<file path="src/hdl/lmrb_map.svh">
// mode register addresses, field positions and reset values of the mode register bank
`ifndef LMRB_MAP_SVH
`define LMRB_MAP_SVH

// ****************************************
// addresses
// ****************************************
`define LMRB_MA_LATENCY   8'h02
`define LMRB_MA_IODRIVE   8'h03
`define LMRB_MA_TEMP      8'h04
`define LMRB_MA_MAKER     8'h05
`define LMRB_MA_REV_ONE   8'h06
`define LMRB_MA_REV_TWO   8'h07
`define LMRB_MA_BASICCFG  8'h08

// ****************************************
// fields
// ****************************************
`define LMRB_LAT_MSB      3
`define LMRB_LAT_LSB      0
`define LMRB_DRV_MSB      3
`define LMRB_DRV_LSB      0
`define LMRB_RATE_MSB     2
`define LMRB_RATE_LSB     0
`define LMRB_TUF_BIT      7
`define LMRB_HOT_BIT      2
`define LMRB_TYPE_MSB     1
`define LMRB_TYPE_LSB     0
`define LMRB_DENS_MSB     5
`define LMRB_DENS_LSB     2
`define LMRB_WID_MSB      7
`define LMRB_WID_LSB      6

// ****************************************
// codes and reset values
// ****************************************
`define LMRB_LAT_RST      4'h1
`define LMRB_DRV_RST      4'h2
`define LMRB_RL_RST       4'h3
`define LMRB_WL_RST       3'h1
`define LMRB_OHM_RST      12'h190
`define LMRB_RATE_RST     3'h3
`define LMRB_RATE_LOW     3'h0
`define LMRB_RATE_4X      3'h1
`define LMRB_RATE_2X      3'h2
`define LMRB_RATE_1X      3'h3
`define LMRB_RATE_QNODER  3'h5
`define LMRB_RATE_QDER    3'h6
`define LMRB_RATE_HIGH    3'h7
`define LMRB_TYPE_NVM     2'h2
`define LMRB_ZERO8        8'h00
`define LMRB_HOT_LIMIT_C  85
`define LMRB_ANS_STAGES   4'h1

`endif

</file>
<file path="src/hdl/lmrb_pkg.sv">
// types shared by the mode register bank
package lmrb_pkg;
  typedef enum logic [1:0] {
    LMRB_RD_IDLE = 2'b01,
    LMRB_RD_WAIT = 2'b10
  } lmrb_rdst_t;
  typedef logic [7:0] lmrb_byte_t;
  typedef logic [2:0] lmrb_rate_t;
endpackage

</file>
<file path="src/hdl/lmrb_top.sv">
// mode register bank: latency, drive strength, temperature and identity registers
//
// How it works
// latency code picks read/write latency pair
// latency register at address 02h, bits 3:0
// drive register at 03h, bits 3:0
// drive code picks output impedance
// temperature register 04h read-only, rate plus flag
// codes 000b/111b mark temperature limits exceeded
// rate codes give refresh multipliers
// flag set when rate changed since read
// reading temperature register clears the flag
// flag is zero after power-up
// rate bit 2 set above 85 C
// controller derates core timings when told
// controller treats 000b/111b as out of range
// maker code read-only at 05h
// revision codes read-only at 06h, 07h
// configuration at 08h: type, density, width
// writes to read-only registers are ignored
`timescale 1ns/1ns
`include "lmrb_map.svh"
module lmrb_top #(
  parameter lmrb_pkg::lmrb_byte_t MAKER_ID  = 8'h5a,
  parameter lmrb_pkg::lmrb_byte_t REV_ONE   = 8'h11,
  parameter lmrb_pkg::lmrb_byte_t REV_TWO   = 8'h22,
  parameter logic [3:0]           DENSITY   = 4'h4,
  parameter logic [1:0]           IO_WIDTH  = 2'h1,
  parameter int                   LOW_LIMIT_C  = -30,
  parameter int                   RATE_4X_C    = 20,
  parameter int                   RATE_2X_C    = 50,
  parameter int                   NODERATE_C   = 95,
  parameter int                   HIGH_LIMIT_C = 105
) (
  // clock and reset
  input  wire logic                 i_clk,
  input  wire logic                 i_sys_rst,
  // mode register commands
  input  wire logic                 i_mrw_req,
  input  wire logic                 i_mrr_req,
  input  wire lmrb_pkg::lmrb_byte_t i_ma,
  input  wire lmrb_pkg::lmrb_byte_t i_op,
  // read answer
  output logic                      o_rd_valid,
  output lmrb_pkg::lmrb_byte_t      o_rd_data,
  output logic                      o_rd_busy,
  // sensor
  input  wire logic [7:0]           i_die_temp,
  // configuration to the core
  output logic [3:0]                o_read_latency,
  output logic [2:0]                o_write_latency,
  output logic [3:0]                o_drive_strength,
  output logic [11:0]               o_drive_ohm_tenths,
  output lmrb_pkg::lmrb_rate_t      o_refresh_rate,
  output logic                      o_temperature_update_flag
);
  import lmrb_pkg::*;

  // ****************************************
  // declarations
  // ****************************************
  logic [3:0]  latency_configuration;
  logic [3:0]  io_drive_config;
  lmrb_rate_t  rate_now;
  lmrb_rate_t  rate_seen;
  logic        rate_changed;
  lmrb_rdst_t  rd_state;
  lmrb_rdst_t  next_rd_state;
  logic [3:0]  rd_cnt;
  lmrb_byte_t  rd_hold;
  lmrb_byte_t  rd_mux;
  lmrb_byte_t  device_temperature;
  lmrb_byte_t  basic_configuration;
  logic        wr_lat;
  logic        wr_drv;
  logic        rd_take;
  logic        rd_temp;
  logic        rd_done;
  logic [3:0]  new_lat;
  logic [3:0]  new_drv;
  logic        lat_legal;
  logic [3:0]  dec_rl;
  logic [2:0]  dec_wl;
  logic        drv_legal;
  logic [11:0] dec_ohm;
  // next values
  logic        next_flag;
  logic [3:0]  next_rd_cnt;
  logic        next_rd_valid;
  lmrb_byte_t  next_rd_data;
  logic        next_rd_busy;

  // ****************************************
  // helpers
  // ****************************************
  function automatic logic hit(input lmrb_byte_t ma, input lmrb_byte_t reg_ma);
    hit = (ma == reg_ma);
  endfunction

  // ****************************************
  // decoders and sensor
  // ****************************************
  assign new_lat = i_op[`LMRB_LAT_MSB:`LMRB_LAT_LSB];
  assign new_drv = i_op[`LMRB_DRV_MSB:`LMRB_DRV_LSB];

  lmrb_latdec u_latdec (
    .i_lat_code       (new_lat),
    .i_drv_code       (new_drv),
    .o_lat_legal      (lat_legal),
    .o_read_latency   (dec_rl),
    .o_write_latency  (dec_wl),
    .o_drv_legal      (drv_legal),
    .o_drv_ohm_tenths (dec_ohm)
  );

  lmrb_tempsens #(
    .LOW_LIMIT_C  (LOW_LIMIT_C),
    .RATE_4X_C    (RATE_4X_C),
    .RATE_2X_C    (RATE_2X_C),
    .NODERATE_C   (NODERATE_C),
    .HIGH_LIMIT_C (HIGH_LIMIT_C)
  ) u_tempsens (
    .i_clk      (i_clk),
    .i_sys_rst  (i_sys_rst),
    .i_die_temp (i_die_temp),
    .o_rate     (rate_now)
  );

  // ****************************************
  // command decode
  // ****************************************
  // reserved codes leave the field as it was, so a bad write cannot
  // push the core into an undefined latency or impedance
  assign wr_lat  = i_mrw_req && hit(i_ma, `LMRB_MA_LATENCY) && lat_legal;
  assign wr_drv  = i_mrw_req && hit(i_ma, `LMRB_MA_IODRIVE) && drv_legal;
  // a read in the same cycle as a write, or while one waits, is dropped
  assign rd_take = i_mrr_req && !i_mrw_req && (rd_state == LMRB_RD_IDLE);
  assign rd_temp = rd_take && hit(i_ma, `LMRB_MA_TEMP);
  assign rd_done = (rd_state == LMRB_RD_WAIT) && (rd_cnt == 4'h1);
  assign rate_changed = (rate_now != rate_seen);

  // ****************************************
  // read image of each readable register
  // ****************************************
  always_comb begin
    device_temperature = `LMRB_ZERO8;
    device_temperature[`LMRB_RATE_MSB:`LMRB_RATE_LSB] = o_refresh_rate;
    device_temperature[`LMRB_TUF_BIT] = o_temperature_update_flag;
  end

  always_comb begin
    basic_configuration = `LMRB_ZERO8;
    basic_configuration[`LMRB_TYPE_MSB:`LMRB_TYPE_LSB] = `LMRB_TYPE_NVM;
    basic_configuration[`LMRB_DENS_MSB:`LMRB_DENS_LSB] = DENSITY;
    basic_configuration[`LMRB_WID_MSB:`LMRB_WID_LSB]   = IO_WIDTH;
  end

  // write-only and unmapped addresses read back as zero
  always_comb begin
    unique case (i_ma)
      `LMRB_MA_TEMP:     rd_mux = device_temperature;
      `LMRB_MA_MAKER:    rd_mux = MAKER_ID;
      `LMRB_MA_REV_ONE:  rd_mux = REV_ONE;
      `LMRB_MA_REV_TWO:  rd_mux = REV_TWO;
      `LMRB_MA_BASICCFG: rd_mux = basic_configuration;
      default:           rd_mux = `LMRB_ZERO8;
    endcase
  end

  // ****************************************
  // writable registers
  // ****************************************
  // writes to 04h..08h match neither strobe and change nothing
  always_ff @(posedge i_clk or posedge i_sys_rst) begin
    if (i_sys_rst) begin
      latency_configuration <= `LMRB_LAT_RST;
      o_read_latency        <= `LMRB_RL_RST;
      o_write_latency       <= `LMRB_WL_RST;
    end else if (wr_lat) begin
      latency_configuration <= new_lat;
      o_read_latency        <= dec_rl;
      o_write_latency       <= dec_wl;
    end
  end

  always_ff @(posedge i_clk or posedge i_sys_rst) begin
    if (i_sys_rst) begin
      io_drive_config    <= `LMRB_DRV_RST;
      o_drive_ohm_tenths <= `LMRB_OHM_RST;
    end else if (wr_drv) begin
      io_drive_config    <= new_drv;
      o_drive_ohm_tenths <= dec_ohm;
    end
  end

  assign o_drive_strength = io_drive_config;

  // ****************************************
  // temperature register and update flag
  // ****************************************
  // rate_seen is the last code loaded into the register; a change sets
  // the flag even in the cycle of a read, so no change is ever lost
  assign next_flag = rate_changed ? 1'b1 : (rd_temp ? 1'b0 : o_temperature_update_flag);

  // code and flag move on the same edge, so a reader never
  // sees a new code with a stale flag
  always_ff @(posedge i_clk or posedge i_sys_rst) begin
    if (i_sys_rst) begin
      o_refresh_rate <= `LMRB_RATE_RST;
      rate_seen      <= `LMRB_RATE_RST;
    end else begin
      o_refresh_rate <= rate_now;
      rate_seen      <= rate_now;
    end
  end

  always_ff @(posedge i_clk or posedge i_sys_rst) begin
    if (i_sys_rst) begin
      o_temperature_update_flag <= 1'b0;
    end else begin
      o_temperature_update_flag <= next_flag;
    end
  end

  // ****************************************
  // read sequencer
  // ****************************************
  always_comb begin
    next_rd_state = rd_state;
    unique case (rd_state)
      LMRB_RD_IDLE: begin
        if (rd_take) begin
          next_rd_state = LMRB_RD_WAIT;
        end
      end
      LMRB_RD_WAIT: begin
        if (rd_done) begin
          next_rd_state = LMRB_RD_IDLE;
        end
      end
      default: next_rd_state = LMRB_RD_IDLE;
    endcase
  end

  // the registered answer stage uses up one latency cycle, so the
  // count starts one short; reads are only taken while idle, so a
  // count in flight is never restarted
  assign next_rd_cnt = rd_take ? (o_read_latency - `LMRB_ANS_STAGES) :
                       ((rd_state == LMRB_RD_WAIT) ? (rd_cnt - 4'h1) : rd_cnt);

  always_ff @(posedge i_clk or posedge i_sys_rst) begin
    if (i_sys_rst) begin
      rd_state <= LMRB_RD_IDLE;
    end else begin
      rd_state <= next_rd_state;
    end
  end

  always_ff @(posedge i_clk or posedge i_sys_rst) begin
    if (i_sys_rst) begin
      rd_cnt  <= 4'h0;
      rd_hold <= `LMRB_ZERO8;
    end else begin
      rd_cnt <= next_rd_cnt;
      if (rd_take) begin
        rd_hold <= rd_mux;
      end
    end
  end

  // ****************************************
  // read answer, read_latency cycles after the request cycle
  // ****************************************
  // data is zero outside its valid cycle, so a late sampler cannot
  // take a stale byte for an answer
  assign next_rd_valid = rd_done;
  assign next_rd_data  = rd_done ? rd_hold : `LMRB_ZERO8;
  assign next_rd_busy  = (next_rd_state == LMRB_RD_WAIT);

  always_ff @(posedge i_clk or posedge i_sys_rst) begin
    if (i_sys_rst) begin
      o_rd_valid <= 1'b0;
    end else begin
      o_rd_valid <= next_rd_valid;
    end
  end

  always_ff @(posedge i_clk or posedge i_sys_rst) begin
    if (i_sys_rst) begin
      o_rd_data <= `LMRB_ZERO8;
    end else begin
      o_rd_data <= next_rd_data;
    end
  end

  always_ff @(posedge i_clk or posedge i_sys_rst) begin
    if (i_sys_rst) begin
      o_rd_busy <= 1'b0;
    end else begin
      o_rd_busy <= next_rd_busy;
    end
  end
endmodule // lmrb_top

</file>
<file path="src/hdl/lmrb_latdec.sv">
// decoders for the latency and drive strength codes
`timescale 1ns/1ns
`include "lmrb_map.svh"
module lmrb_latdec (
  // codes in
  input  wire logic [3:0]  i_lat_code,
  input  wire logic [3:0]  i_drv_code,
  // decoded
  output logic             o_lat_legal,
  output logic [3:0]       o_read_latency,
  output logic [2:0]       o_write_latency,
  output logic             o_drv_legal,
  output logic [11:0]      o_drv_ohm_tenths
);
  // ****************************************
  // latency pairs
  // ****************************************
  always_comb begin
    o_lat_legal     = 1'b1;
    o_read_latency  = `LMRB_RL_RST;
    o_write_latency = `LMRB_WL_RST;
    unique case (i_lat_code)
      4'h1: begin o_read_latency = 4'h3; o_write_latency = 3'h1; end
      4'h2: begin o_read_latency = 4'h4; o_write_latency = 3'h2; end
      4'h3: begin o_read_latency = 4'h5; o_write_latency = 3'h2; end
      4'h4: begin o_read_latency = 4'h6; o_write_latency = 3'h3; end
      4'h5: begin o_read_latency = 4'h7; o_write_latency = 3'h4; end
      4'h6: begin o_read_latency = 4'h8; o_write_latency = 3'h4; end
      default: o_lat_legal = 1'b0;
    endcase
  end

  // ****************************************
  // drive strength in tenths of an ohm
  // ****************************************
  always_comb begin
    o_drv_legal      = 1'b1;
    o_drv_ohm_tenths = `LMRB_OHM_RST;
    unique case (i_drv_code)
      4'h1: o_drv_ohm_tenths = 12'h157;
      4'h2: o_drv_ohm_tenths = 12'h190;
      4'h3: o_drv_ohm_tenths = 12'h1e0;
      4'h4: o_drv_ohm_tenths = 12'h258;
      4'h6: o_drv_ohm_tenths = 12'h320;
      4'h7: o_drv_ohm_tenths = 12'h4b0;
      default: o_drv_legal = 1'b0;
    endcase
  end
endmodule // lmrb_latdec

</file>
<file path="src/hdl/lmrb_tempsens.sv">
// die temperature synchroniser and refresh-rate quantiser
`timescale 1ns/1ns
`include "lmrb_map.svh"
module lmrb_tempsens #(
  parameter int LOW_LIMIT_C  = -30,
  parameter int RATE_4X_C    = 20,
  parameter int RATE_2X_C    = 50,
  parameter int NODERATE_C   = 95,
  parameter int HIGH_LIMIT_C = 105
) (
  // clock and reset
  input  wire logic        i_clk,
  input  wire logic        i_sys_rst,
  // sensor
  input  wire logic [7:0]  i_die_temp,
  // rate
  output lmrb_pkg::lmrb_rate_t o_rate
);
  import lmrb_pkg::*;
  logic [7:0]  sync_a;
  logic [7:0]  sync_b;
  logic [7:0]  last_b;
  logic        stable;
  logic [1:0]  fill;
  int          temp_c;
  lmrb_rate_t  next_rate;

  // ****************************************
  // two-flop sync; a word is taken only when two samples agree
  // ****************************************
  always_ff @(posedge i_clk or posedge i_sys_rst) begin
    if (i_sys_rst) begin
      sync_a <= `LMRB_ZERO8;
      sync_b <= `LMRB_ZERO8;
      last_b <= `LMRB_ZERO8;
      fill   <= 2'h0;
      o_rate <= `LMRB_RATE_RST;
    end else begin
      fill   <= {fill[0], 1'b1};
      sync_a <= i_die_temp;
      sync_b <= sync_a;
      last_b <= sync_b;
      if (stable) begin
        o_rate <= next_rate;
      end
    end
  end

  // reset zeros would read as 0 C; no code is taken until real samples fill the chain
  assign stable = (sync_b == last_b) && fill[1];
  assign temp_c = int'($signed(last_b));

  // ****************************************
  // quantiser, every code above the hot limit has bit 2 set
  // ****************************************
  always_comb begin
    if (temp_c < LOW_LIMIT_C) begin
      next_rate = `LMRB_RATE_LOW;
    end else if (temp_c <= RATE_4X_C) begin
      next_rate = `LMRB_RATE_4X;
    end else if (temp_c <= RATE_2X_C) begin
      next_rate = `LMRB_RATE_2X;
    end else if (temp_c <= `LMRB_HOT_LIMIT_C) begin
      next_rate = `LMRB_RATE_1X;
    end else if (temp_c <= NODERATE_C) begin
      next_rate = `LMRB_RATE_QNODER;
    end else if (temp_c <= HIGH_LIMIT_C) begin
      next_rate = `LMRB_RATE_QDER;
    end else begin
      next_rate = `LMRB_RATE_HIGH;
    end
  end
endmodule // lmrb_tempsens

</file>
<file path="config.mk">
export PLATFORM = sky130hd
export DESIGN_NAME = lmrb_top
export DESIGN_NICKNAME = d
export VERILOG_FILES = /design/src/hdl/lmrb_pkg.sv /design/src/hdl/lmrb_top.sv /design/src/hdl/lmrb_latdec.sv /design/src/hdl/lmrb_tempsens.sv
export VERILOG_INCLUDE_DIRS = /design/src /design/src/hdl
export SDC_FILE = /design/constraint.sdc
export NUM_CORES = 1
export LEC_CHECK = 0
export ABC_AREA = 1
export BUFFER_PORTS_ARGS = -buffer_cell sky130_fd_sc_hd__buf_2
export CAP_MARGIN = 20
export CORE_UTILIZATION = 56
export DETAILED_ROUTE_END_ITERATION = 6
export PLACE_DENSITY_LB_ADDON = 0.3
export SLEW_MARGIN = 20
export SYNTH_ARGS = -nofsm -noshare
export SYNTH_HDL_FRONTEND = slang
export SYNTH_HIERARCHICAL = 1
export SYNTH_SLANG_ARGS = --single-unit
export TNS_END_PERCENT = 20
</file>
<file path="constraint.sdc">
create_clock -name i_clk -period 1.55 [get_ports i_clk]
set_input_delay 0.0775 -clock i_clk [delete_from_list [all_inputs] [get_ports i_clk]]
set_output_delay 0.0775 -clock i_clk [all_outputs]
set_load 0.03 [all_outputs]
</file>
==> results.yml <==
setup_path:
  cp-start-kind: "flop"
  path_max_fanout: 4
  cp_data_arrival_time_ns: 1.75
  path_class: "reg -> reg"
  end_kind: "flop"
  reg2reg_slack_ns: 0.08
  crit_required_ns: 1.83
  r2r-start: "rd_state[0]$_DFF_PP1_"
  r2r_end: "rd_hold[0]$_DFFE_PP0N_"
  reg2reg_depth: 6
sta:
  setup_viol: 0
  tns_ns: 0
  final_max_slew_viol_count: 0
  max_freq_ghz: 0.681
  final.period_utilization: 0.947
  min_period_ns: 1.47
  skew_ns: 0.00807
  final_hold_viol_count: 0
  rsz0062_at_grt: "no"
synth:
  yosysTopAreaCell: "dfrtp_1"
  synth_edf_count: 0
  syn_avg_cell_area_um2: 8.66
  synthesis.nets: 480
  synthTopCellsByArea: "dfrtp_1, nand2_1, dfstp_2"
  synth_top_area_share: 0.440
  yosysUniqueCellTypes: 34
  ys_seq_area_frac: 0.521
  synth-main-ff-cell: "dfrtp_1"
  yosysWarnings: 6
  ys_async_sr_fraction: 1.00
  synth_area_um2: 3870
  ys_ff_latch: 80
  syn_inst: 447
cts:
  clk_latency_ns: 0.34
  root_buffer: "clkbuf_8"
  cts_max_level: 3
  postCtsSetupBuffers: 0
  clk_path_buf_depth: 2
  cts_buffers: 9
  cts.clk_slew.worst_paths_ns: 0.08
  cts_tree: "done"
  clock-sinks: 80
pwr:
  p_comb_frac: 0.192
  p_leak_uw: 0.00243
  p_per_area_nw_per_um2: 1040
  power_frac_seq: 0.500
  clkPwrFrac: 0.308
  vdd_drop_max_v: 0.000586
  swShare: 0.296
  power.switching_uw: 1400
  intPower_uw: 3330
drt:
  drt-initial-drc-count: 92
  drtPass1Iterations: 4
  drt-vias-per-instance: 5.05
  drtAntennaViolNets: 0
  vias: 3049
  post_drt_wl_per_cell_um: 12.2
  drc_errors: 0
  drt-total-wl_um: 7380
die:
  dieArea_um2: 7250
  fp.dieH_um: 85.1
  core_um2: 6490
  ios: 65
  die_w_um: 85.1
  initial_utilization: 0.596
  core.rowCount: 29
placed_design:
  numPortBuffers: 60
  placed_area_um2: 4260
  globalplace.congestion: 0.912
  dpl.hpwl_um: 5310
final_layout:
  final_cell_mix: "nand2_1, inv_1, dfrtp_1"
  fill_cells: 495
  area_delta_synth_final_pct: 18.0
  nNetsFinal: 556
  layout-drive-gt1-share: 0.292
  multi_input_area_um2: 1480
  num_antenna_cells: 0
  final_common_cell: "nand2_1"
  seqCellArea_um2: 2020
  design_area_um2: 4570
global_route:
  antenna_found_initial: 0
  grt_max_degree: 42
  grt_pass1_vias: 3112
  overflow: 0
  grt_first_pass_wirelength_um: 13100
  grt.total_usage: 0.230
worst_hold_path:
  hold_depth: 3
  min_path_type: "in -> reg"
  hold_end: "o_drive_strength[3]$_DFFE_PP0P_"
  hold_start: "i_op[3]"
run:
  drv_cap: 0
run_status:
  status: "completed"
state kept, by name, summed over array words and instances (netlist names):
signal	cells
o_rd_busy	1
o_read_latency	4
o_drive_ohm_tenths	12
o_temperature_update_flag	1
u_tempsens/last_b	8
o_rd_valid	1
rate_seen	3
o_rd_data	8
rd_cnt	4
u_tempsens/sync_a	8
o_drive_strength	4
u_tempsens/sync_b	8
rd_hold	8
u_tempsens/fill	2
u_tempsens/o_rate	3
rd_state	2
o_write_latency	3
worst max path at each step:
stage                          startpoint                      to  slack [ns]
finish              rd_state[0]$_DFF_PP1_  rd_hold[0]$_DFFE_PP0N_        0.08
global route        rd_state[0]$_DFF_PP1_  rd_hold[4]$_DFFE_PP0N_        0.03
CTS                 rd_state[0]$_DFF_PP1_  rd_hold[0]$_DFFE_PP0N_      0.0002
detailed placement  rd_state[0]$_DFF_PP1_   rd_cnt[3]$_DFFE_PP0P_        0.04
global placement    rd_state[0]$_DFF_PP1_   rd_cnt[3]$_DFFE_PP0P_        0.11
floorplan           rd_state[0]$_DFF_PP1_   rd_cnt[2]$_DFFE_PP0P_        0.18
cells in the mapped netlist (4+ instances only):
library cell,number
ha_1,5
dfstp_2,12
o21ai_2,23
nor2_1,50
inv_1,74
nand3_1,20
buf_4,4
o21ai_0,15
a21oi_1,4
buf_6,5
dfrtp_1,68
nand2_1,108
nor2_2,8
inv_2,7
nand2_2,6
nand4_1,8
layer usage:
layer  global-route usage  vias to the layer above  part of all wire
li1                     -                     1525                 -
met1                0.270                     1394              0.43
met2                0.408                      111              0.50
met3               0.0409                       19             0.051
met4                0.111                        0             0.021
met5                    0                        -                 0
power by group through the flow:
stage | combinational (µW) | clock, µW | sequential, µW
2_1_floorplan | 588 | 0 | 2420
3_3_place_gp | 793 | 0 | 2390
3_5_place_dp | 827 | 0 | 2400
4_1_cts | 849 | 1500 | 2360
5_1_grt | 1030 | 1590 | 2390
6_report | 910 | 1450 | 2360
cell type report:
class | count | share of cell area
flip-flops and latches | 80 | 0.442
multi-input cells | 275 | 0.323
clock inverters | 5 | 0.0129
inverters | 82 | 0.0693
clock buffers | 10 | 0.0279
well taps | 77 | 0.0211
repair buffers | 75 | 0.104
stage by stage:
step / instances / power (µW) / setup WS (ns) / hold WS [ns] / util
2_1_floorplan: 447 / 3010 / 0.184 / 0.109 / -
3_3_place_gp: 580 / 3180 / 0.106 / 0.0315 / 0.656
3_5_place_dp: 580 / 3230 / 0.0420 / 0.0307 / 0.656
4_1_cts: 604 / 4700 / 0.000206 / 0.0144 / 0.698
5_1_grt: 604 / 5010 / 0.0334 / 0.0351 / 0.703
6_report: 604 / 4730 / 0.0818 / 0.0316 / 0.703
cells by family (layout without fill, tap and decap cells):
group / after synthesis / count (layout) / share of synthesized area
flip-flops: 80 / 80 / 0.521
AND/OR/NAND/NOR: 215 / 215 / 0.255
buffers and inverters: 92 / 172 / 0.104
XOR/XNOR: 6 / 6 / 0.0136
adder cells (fa/ha/maj): 5 / 5 / 0.0162
AO/OA/AOI/OAI: 47 / 47 / 0.0873
other: 2 / 2 / 0.00194
worst max-delay path: stages (launching register included):
cell	delay [ns]
dfstp_2	0.58
ha_4	0.16
nand3_4	0.10
buf_4	0.17
nor3_1	0.26
nor2_1	0.08
nand2_1	0.07
repair_timing:
| action | CTS | global route |
|---|---|---|
| hold buffers | 9 | 0 |
| endpoints found under the setup margin | 0 | 7 |
| endpoints found under the hold margin | 60 | 0 |
| gates resized for setup | 0 | 9 |
No activity file was read; power rests on OpenSTA's default activity.
